### src/pkg/sbc_consts.svh
// Width and reset constants for the burst memory control decoder
`ifndef SBC_CONSTS_SVH
`define SBC_CONSTS_SVH
`define SBC_ADDR_W 17
`define SBC_DATA_W 18
`define SBC_LANE_W 9
`define SBC_LANES 2
`define SBC_BURST_W 2
`define SBC_ADDR_RST 17'h00000
`define SBC_DATA_RST 18'h00000
`define SBC_LANE_RST 2'h0
`define SBC_CNT_RST 2'h0
`endif

### src/pkg/sbc_pkg.sv
// Types shared by the burst memory control decoder files
package sbc_pkg;
  // Synchronous control pins, all active low except secondary_select_high
  typedef struct packed {
    logic processor_addr_strobe_n;
    logic controller_addr_strobe_n;
    logic burst_advance_n;
    logic master_select_n;
    logic secondary_select_high;
    logic secondary_select_low_n;
    logic all_bytes_write_n;
    logic byte_write_gate_n;
  } sbc_ctl_t;

  // Write request towards the storage array
  typedef struct packed {
    logic [1:0] lanes;
    logic [16:0] addr;
    logic [17:0] data;
  } sbc_wr_t;

  // Access state
  typedef enum logic [1:0] {SBC_IDLE, SBC_BURST, SBC_SLEEP} sbc_state_t;
endpackage

### src/sbc_control.sv
// Control and write-enable decoding of a synchronous burst memory
`timescale 1ns/1ns
`include "sbc_consts.svh"
module sbc_control (
  // Clock and reset
  input wire logic clk_sys_i,
  input wire logic reset_i,
  // Synchronous control pins
  input wire sbc_pkg::sbc_ctl_t ctl_i,
  input wire logic [1:0] lane_write_inputs_n_i,
  input wire logic [16:0] word_address_bus_i,
  // Asynchronous and static pins
  input wire logic output_enable_n_i,
  input wire logic burst_order_select_n_i,
  input wire logic flow_through_select_n_i,
  input wire logic sleep_request_i,
  // Data pins split into input, output and enable
  input wire logic [17:0] dq_i,
  output logic [17:0] dq_o,
  output logic dq_oe_o,
  // Storage array side
  output logic [16:0] mem_rd_addr_o,
  output logic mem_rd_en_o,
  input wire logic [17:0] mem_rdata_i,
  output sbc_pkg::sbc_wr_t mem_wr_o,
  // Status
  output logic selected_o,
  output logic sleeping_o
);
  // Access state
  // Sleep is a state of its own so its status pin is registered
  sbc_pkg::sbc_state_t state;
  sbc_pkg::sbc_state_t next_state;
  // Registered base address and burst step
  logic [16:0] addr;
  logic [16:0] next_addr;
  logic [1:0] count;
  logic [1:0] next_count;
  // Read pending on the registered address
  logic rd_pend;
  logic next_rd_pend;
  // Output register and its valid flag
  logic [17:0] out_data;
  logic [17:0] next_out_data;
  logic out_valid;
  logic next_out_valid;
  // Write request register towards the array
  sbc_pkg::sbc_wr_t wr;
  sbc_pkg::sbc_wr_t next_wr;
  // Write seen on the last edge blocks the drivers
  logic wr_seen;
  logic next_wr_seen;

  // Decoded strobes and selects
  logic p_strobe;
  logic c_strobe;
  logic all_sel;
  logic p_start;
  logic c_start;
  logic start;
  logic advance;
  // Write decode results
  logic [1:0] lane_we;
  logic is_write;
  logic [1:0] addr_lo;
  logic [16:0] cur_addr;
  // Low bits one burst step ahead, used by writes that advance
  logic [1:0] addr_lo_step;

  // Per-lane write enables
  // Lane decode is purely combinational; the write register sits here
  sbc_write_decode u_we (
    .all_bytes_write_n_i(ctl_i.all_bytes_write_n),
    .byte_write_gate_n_i(ctl_i.byte_write_gate_n),
    .lane_write_inputs_n_i(lane_write_inputs_n_i),
    .lane_we_o(lane_we),
    .is_write_o(is_write)
  );

  // Burst low bits from base and step
  // Sequencer only maps the step to low bits; the count lives here
  sbc_burst_seq u_seq (
    .base_i(addr[1:0]),
    .count_i(count),
    .burst_order_select_n_i(burst_order_select_n_i),
    .addr_lo_o(addr_lo)
  );

  // Address currently being accessed
  // Upper bits never change within a burst
  assign cur_addr = {addr[16:2], addr_lo};

  // Strobe qualification
  always_comb begin
    // Pin levels turned into active-high strobes
    p_strobe = !ctl_i.processor_addr_strobe_n;
    c_strobe = !ctl_i.controller_addr_strobe_n;
    // Master select gates the processor strobe only
    p_start = p_strobe && !ctl_i.master_select_n;
    // Controller start counts only with processor strobe high
    // A blocked processor strobe counts as high; with both strobes
    // low and master select on, the processor start wins
    c_start = c_strobe && !p_start;
    start = p_start || c_start;
    // Secondaries only matter on a qualifying strobe edge
    all_sel = !ctl_i.master_select_n && ctl_i.secondary_select_high &&
      !ctl_i.secondary_select_low_n;
    // Advance only without a processor start or a controller strobe, which covers the start edge
    // A blocked processor strobe must not stall an ongoing burst
    advance = !ctl_i.burst_advance_n && !p_start && !c_strobe;
  end

  // Next-state logic for control and write groups, evaluated every edge
  // Priority: sleep, then a strobe start, then burst continue or suspend.
  // Sleep is level-sensitive, so a burst caught by it must be restarted.
  always_comb begin
    next_state = state;
    next_addr = addr;
    next_count = count;
    // Read pending lasts a single edge unless renewed
    next_rd_pend = 1'b0;
    next_wr = wr;
    // Lane pulse and write flag drop unless this edge writes
    next_wr.lanes = `SBC_LANE_RST;
    next_wr_seen = 1'b0;
    if (sleep_request_i) begin
      // Sync pins ignored; array contents stay put
      // Sleep wins over any strobe on the same edge
      next_state = sbc_pkg::SBC_SLEEP;
    end else begin
      case (state)
        sbc_pkg::SBC_IDLE, sbc_pkg::SBC_BURST, sbc_pkg::SBC_SLEEP: begin
          if (start && all_sel) begin
            // New external address on a selected strobe edge
            next_state = sbc_pkg::SBC_BURST;
            next_addr = word_address_bus_i;
            // Fresh burst starts at step zero
            next_count = `SBC_CNT_RST;
            if (c_start && is_write) begin
              // Controller start samples write enables here
              next_wr.lanes = lane_we;
              next_wr.addr = word_address_bus_i;
              next_wr.data = dq_i;
              next_wr_seen = 1'b1;
            end else begin
              // Processor start is always a read
              next_rd_pend = 1'b1;
            end
          end else if (start) begin
            // Strobe without full select deselects in one cycle
            next_state = sbc_pkg::SBC_IDLE;
          end else if (state == sbc_pkg::SBC_BURST) begin
            // Continue or suspend the burst on strobe-free edges
            if (advance) begin
              next_count = 2'(count + 2'h1);
            end
            // Later edges sample the write pins afresh
            if (is_write) begin
              // Write at the address this edge points to
              next_wr.lanes = lane_we;
              // Advance on a write edge targets the next word
              next_wr.addr = advance ? {addr[16:2], 2'(addr_lo_step)} : cur_addr;
              next_wr.data = dq_i;
              next_wr_seen = 1'b1;
            end else begin
              // No lane written: this edge reads
              next_rd_pend = 1'b1;
            end
          end else begin
            // Leaving sleep without a strobe returns to idle
            next_state = sbc_pkg::SBC_IDLE;
          end
        end
        default: begin
          // Unused state code recovers to idle
          next_state = sbc_pkg::SBC_IDLE;
        end
      endcase
    end
  end

  // Low bits of the address one step ahead, for writes that advance
  // Same two orders as the sequencer, one count further on
  always_comb begin
    if (burst_order_select_n_i) begin
      addr_lo_step = addr[1:0] ^ 2'(count + 2'h1);
    end else begin
      addr_lo_step = 2'(addr[1:0] + count + 2'h1);
    end
  end

  // Output register group: loads every edge, valid only after a read
  always_comb begin
    // Array data one edge late gives the pipelined timing
    next_out_data = mem_rdata_i;
    next_out_valid = rd_pend && (state == sbc_pkg::SBC_BURST);
    if (sleep_request_i) begin
      // No read data survives into sleep
      next_out_valid = 1'b0;
    end
  end

  // Control group registers, all sampled on the one clock
  always_ff @(posedge clk_sys_i) begin
    if (reset_i) begin
      // Idle, nothing pending, burst step at zero
      state <= sbc_pkg::SBC_IDLE;
      addr <= `SBC_ADDR_RST;
      count <= `SBC_CNT_RST;
      rd_pend <= 1'b0;
    end else begin
      // Every synchronous pin acts through these registers
      state <= next_state;
      addr <= next_addr;
      count <= next_count;
      rd_pend <= next_rd_pend;
    end
  end

  // Write group registers; lanes form a one-cycle pulse
  always_ff @(posedge clk_sys_i) begin
    if (reset_i) begin
      // No write may leak out of reset
      wr <= '0;
      wr_seen <= 1'b0;
    end else begin
      // Pulse lasts exactly one cycle
      wr <= next_wr;
      wr_seen <= next_wr_seen;
    end
  end

  // Output group registers; zero data keeps the pins quiet after reset in pipelined mode, since flow-through shows the array
  always_ff @(posedge clk_sys_i) begin
    if (reset_i) begin
      out_data <= `SBC_DATA_RST;
      out_valid <= 1'b0;
    end else begin
      // Reloaded every edge; the valid flag qualifies it
      out_data <= next_out_data;
      out_valid <= next_out_valid;
    end
  end

  // Array read port follows the burst address
  // Read enable drops at once with sleep, before the state catches up
  assign mem_rd_addr_o = cur_addr;
  assign mem_rd_en_o = rd_pend && (state == sbc_pkg::SBC_BURST) && !sleep_request_i;
  assign mem_wr_o = wr;

  // Data pins: flow-through bypasses the output register
  // Flow-through trades a cycle of latency for a longer clock-to-data path
  always_comb begin
    if (!flow_through_select_n_i) begin
      // Straight from the array
      dq_o = mem_rdata_i;
    end else begin
      // From the output register
      dq_o = out_data;
    end
  end

  // Drivers on only for an enabled read with output enable low
  // A write sampled on the last edge wins over output enable, so the
  // bus master never contends with the pins while it presents write data
  always_comb begin
    dq_oe_o = 1'b0;
    if (!output_enable_n_i && !sleep_request_i && !wr_seen) begin
      if (flow_through_select_n_i) begin
        // Pipelined: once the output register holds read data
        dq_oe_o = out_valid;
      end else begin
        // Flow-through: as soon as the array read is valid
        dq_oe_o = mem_rd_en_o;
      end
    end
  end

  // Status pins
  // Both come straight from the state register
  assign selected_o = (state == sbc_pkg::SBC_BURST);
  assign sleeping_o = (state == sbc_pkg::SBC_SLEEP);
endmodule

### src/sbc_write_decode.sv
// Per-lane internal write decode
`timescale 1ns/1ns
`include "sbc_consts.svh"
module sbc_write_decode (
  // Write pins
  input wire logic all_bytes_write_n_i,
  input wire logic byte_write_gate_n_i,
  input wire logic [1:0] lane_write_inputs_n_i,
  // Decoded result
  output logic [1:0] lane_we_o,
  output logic is_write_o
);
  genvar g;
  // One decode per lane
  generate
    for (g = 0; g < `SBC_LANES; g = g + 1) begin : g_lane
      // Global write forces every lane; else gate and lane pin both low
      assign lane_we_o[g] = !all_bytes_write_n_i ||
        (!byte_write_gate_n_i && !lane_write_inputs_n_i[g]);
    end
  endgenerate
  // Any lane written makes a write, none makes a read
  assign is_write_o = |lane_we_o;
endmodule

### src/sbc_burst_seq.sv
// Burst address low bits for interleaved or linear order
`timescale 1ns/1ns
`include "sbc_consts.svh"
module sbc_burst_seq (
  // Start offset and step count
  input wire logic [1:0] base_i,
  input wire logic [1:0] count_i,
  // Order select, high or open means interleaved
  input wire logic burst_order_select_n_i,
  // Resulting low address bits
  output logic [1:0] addr_lo_o
);
  // Exclusive-or order versus wrapping add
  always_comb begin
    if (burst_order_select_n_i) begin
      addr_lo_o = base_i ^ count_i;
    end else begin
      addr_lo_o = 2'(base_i + count_i);
    end
  end
endmodule

### config.mk
export PLATFORM = sky130hd
export DESIGN_NAME = sbc_control
export DESIGN_NICKNAME = d
export VERILOG_FILES = /design/src/pkg/sbc_pkg.sv /design/src/sbc_control.sv /design/src/sbc_write_decode.sv /design/src/sbc_burst_seq.sv
export VERILOG_INCLUDE_DIRS = /design/src /design/src/pkg
export SDC_FILE = /design/constraint.sdc
export NUM_CORES = 1
export LEC_CHECK = 0
export BUFFER_PORTS_ARGS = -buffer_cell sky130_fd_sc_hd__buf_2
export CAP_MARGIN = 25
export CORE_ASPECT_RATIO = 0.5
export CORE_MARGIN = 3
export CORE_UTILIZATION = 40
export DETAILED_ROUTE_END_ITERATION = 10
export HOLD_SLACK_MARGIN = 0.08
export PLACE_DENSITY = 0.66
export REMOVE_ABC_BUFFERS = 1
export SLEW_MARGIN = 20
export SYNTH_ARGS = -nofsm -noshare
export SYNTH_HDL_FRONTEND = slang
export SYNTH_HIERARCHICAL = 1
export SYNTH_SLANG_ARGS = --single-unit
### constraint.sdc
create_clock -name clk_sys_i -period 2.2 [get_ports clk_sys_i]
set_input_delay 0.11 -clock clk_sys_i [delete_from_list [all_inputs] [get_ports clk_sys_i]]
set_output_delay 0.11 -clock clk_sys_i [all_outputs]
set_load 0.02 [all_outputs]
==> metrics.md <==
| Metric | Value |
|---|---|
| M2 GR Usage | 33.99% |
| Clock Tree Buf Depth | 2 |
| Post-Route WL | 8556 um |
| Total iterations of the first detailed-routing run | 4 |
| Area post-placement | 3986 um^2 |
| Worst Path Arrival | 2.05 ns |
| Mapped Area | 3277 um^2 |
| # IOs | 145 |
| Root Driver | clkbuf_16 |
| Met1 usage | 20.93% |
| Number of remaining DRC errors | 0 |
| CORE AREA | 7625 um^2 |
| Area leader, netlist | dfxtp_1 |
| Cells after synthesis | 332 |
| Startpoint Class | input pin |
| Relative slew slack | 59.92% |
| Die H | 70 um |
| Fmax | 0.5519 GHz |
| Fillcell total | 633 |
| TritonCTS clock tree | yes |
| Total track usage | 18.35% |
| ANT nets after route | 0 |
| Initial Utilization | 42.98% |
| Reported max-cap violation count | 0 |
| RSZ-0062 raised after global routing | false |
| Resized Gates After CTS | 0 |
| Worst slew pin tran | 0.5997 ns |
| Syn_area_per_cell | 9.870 um^2 |
| Global-route wire length before repair | 13,890 um |
| Final HPWL DP | 5528 um |
| # setup viols final | 0 |
| Data required, critical path | 2.44 ns |
| Critical path type | in2reg |
| Initial antenna violation count | 0 |
| Clock latency on the worst-skew pair | 0.32 ns |
| HP Class | in2reg |
| Nets@finish | 584 |
| Area of the die | 9380 um^2 |
| Register clock-pin slew on the reported worst setup and hold paths | 0.06 ns |
| Share of cells above drive strength 1 | 39.38% |
| Final min period | 1.812 ns |
| GR Util met3 | 4.964% |
| FF+latch area | 1582 um^2 |
| Finished Cell Area | 4842 um^2 |
| Routability Congestion | 0.7322 |
| Die Width | 134 um |
| Drt via density | 4.668 |
| Row count | 22 |
| Setup TNS | 0 ns |
| Diodes inserted | 0 |
| Layout area overhead | 47.77% |
| Setup bufs post-CTS | 0 |
| Lkg Pwr | 2.146 nW |
| Gr busiest metal | met2 |
| Slew Viols, Final | 0 |
| CTS buffer count | 9 |
| Multi-input logic area | 1450 um^2 |
| Period utilization | 82.36% |
| Hold Vio Cnt, Final | 0 |
| GRT overflow | 0 |
| I/O Buffers | 144 |
| Pin count of the biggest net entering global routing | 39 |
| Power, Total | 3.431 mW |
| Peak VDD IR | 0.4065 mV |
| Clock skew | 0.003573 ns |
| Sequential fraction of the synthesis area | 48.26% |
| Power per Cell Area | 708.5 nW/um^2 |
| Synth Register Bits | 79 |
| DR WL/cell | 13.67 um |
| Top cell type's share of synthesized area | 48.26% |
| Vias | 2,922 |
| Worst hold slack | 0.08764 ns |
| DR iter-0 viols | 153 |
| Vias in the first global route | 2,859 |
| Crit. End Element | register |
| Clock tree sinks | 79 |
| Yosys warns | 6 |
| H-tree lvl count | 3 |
| Status | finished, final reports clean |
| Crit-path max FO | 11 |
| Distinct cells, synth | 38 |
| Main area contributors after synthesis | dfxtp_1 (48%), mux2_2 (6.2%), a211oi_2 (5.3%), a22o_1 (4.5%), nand2_1 (4.5%) |
==> synthesized netlist by cell type <==
cell        n
or2_2       1
a22oi_1    16
o21a_1      1
xnor2_1     4
nor4_1      1
and3b_1     1
o2bb2ai_1   1
a21oi_1    21
nand2_1    39
a21o_1      1
a2111oi_0   1
nor3_1      2
mux2i_1     3
dfxtp_1    79
a22o_1     17
nor3_4      1
nor2b_1    22
nand3b_1    2
buf_1       3
buf_2       5
or3b_4      1
clkbuf_1    8
a2bb2oi_1   1
o21ai_0     5
nor2_4      1
mux2_2     18
nor2_1     26
a31oi_1     1
buf_6       4
buf_4      16
inv_1       5
and2_1      2
o21bai_1    1
a211oi_1    2
a32o_1      1
a211oi_2   14
nand2b_1    3
ha_1        2
==> layout make-up <==
class | count | share of cell area (%)
Sequential cell | 79 | 32.66
Multi-Input combinational cell | 212 | 29.95
Timing Repair Buffer | 206 | 27.49
Clock buffer | 13 | 5.375
Tap cell | 108 | 2.791
Clock inverter | 3 | 1.344
Inverter | 5 | 0.3876
==> stage by stage <==
stage	std cells	worst slack, ns	utilization, %
floorplan	296	-0.8378	-
global placement	557	0.4369	52.28
detailed placement	557	0.4094	52.28
CTS	626	0.3982	63.51
global route	626	0.2335	63.51
finish	626	0.3881	63.51
==> worst max-delay path: stages <==
cell and delay [ns]:
dlygate4sd3_1 0.54, buf_2 0.15, a21oi_1 0.27, and3b_1 0.50, buf_4 0.26, nand2_1 0.06
a21oi_1 0.16
==> routing by layer <==
layer	vias up	wire length, um
met3	12	382
met2	70	4463
met4	0	133
li1	1500	-
met1	1340	3576
met5	-	0
==> logic make-up (layout without fill, tap and decap cells) <==
| logic type | Yosys count | after routing | synth area share (%) |
|---|---|---|---|
| and+or+nand+nor | 102 | 102 | 15.20 |
| AOI/OAI and AO/OA | 83 | 83 | 19.97 |
| DFF | 79 | 79 | 48.26 |
| buffers and inverters | 41 | 227 | 7.637 |
| muxes | 21 | 21 | 7.102 |
| xor gates and xnor gates | 4 | 4 | 1.069 |
| adders and majority gates | 2 | 2 | 0.7635 |
==> power by group <==
group          switching, mW  total, mW  internal, mW
Sequential            0.0123       1.47          1.46
Combinational          0.183      0.376         0.193
Clock                  0.526       1.58          1.05
Total                  0.721       3.43          2.71
==> flip-flops by register name, indices dropped and copies added (netlist names) <==
signal,count
addr,17
out_data,18
wr_seen,1
count,2
rd_pend,1
out_valid,1
mem_wr_o,37
state,2
==> cells in the final DEF, fill, tap and decap left out, types with 2 or more instances in the layout <==
cell | netlist | routed
buf_2 | 5 | 144
dfxtp_1 | 79 | 79
dlygate4sd3_1 | 0 | 53
nand2_1 | 39 | 39
nor2_1 | 26 | 26
nor2b_1 | 22 | 22
a21oi_1 | 21 | 21
mux2_2 | 18 | 18
a22o_1 | 17 | 17
a22oi_1 | 16 | 16
a211oi_2 | 14 | 14
clkbuf_16 | 0 | 9
buf_4 | 16 | 8
inv_1 | 5 | 5
o21ai_0 | 5 | 5
xnor2_1 | 4 | 4
nand2b_1 | 3 | 3
mux2i_1 | 3 | 3
nand3b_1 | 2 | 2
and2_1 | 2 | 2
a211oi_1 | 2 | 2
ha_1 | 2 | 2
clkbuf_1 | 8 | 2
clkbuf_8 | 0 | 2
bufinv_16 | 0 | 2
==> timing repair <==
| action | in CTS | in global routing |
|---|---|---|
| setup endpoints to repair | 0 | 0 |
| hold buffers | 53 | 0 |
| hold endpoints to repair | 53 | 0 |
==> final timing paths <==
check / startpoint / endpoint / slack [ns] / cells past startpoint
worst max-delay path: sleep_request_i / addr[16]$_SDFFE_PP0P_ / 0.39 / 7
worst min-delay path: word_address_bus_i[0] / addr[0]$_SDFFE_PP0P_ / 0.09 / 3
worst max register to register: state[1]$_SDFFE_PP0P_ / mem_wr_o[10]$_SDFFE_PP0P_ / 0.45 / 6
worst min register to register: addr[14]$_SDFFE_PP0P_ / addr[14]$_SDFFE_PP0P_ / 0.47 / 2
No activity file was read; power rests on OpenSTA's default activity.
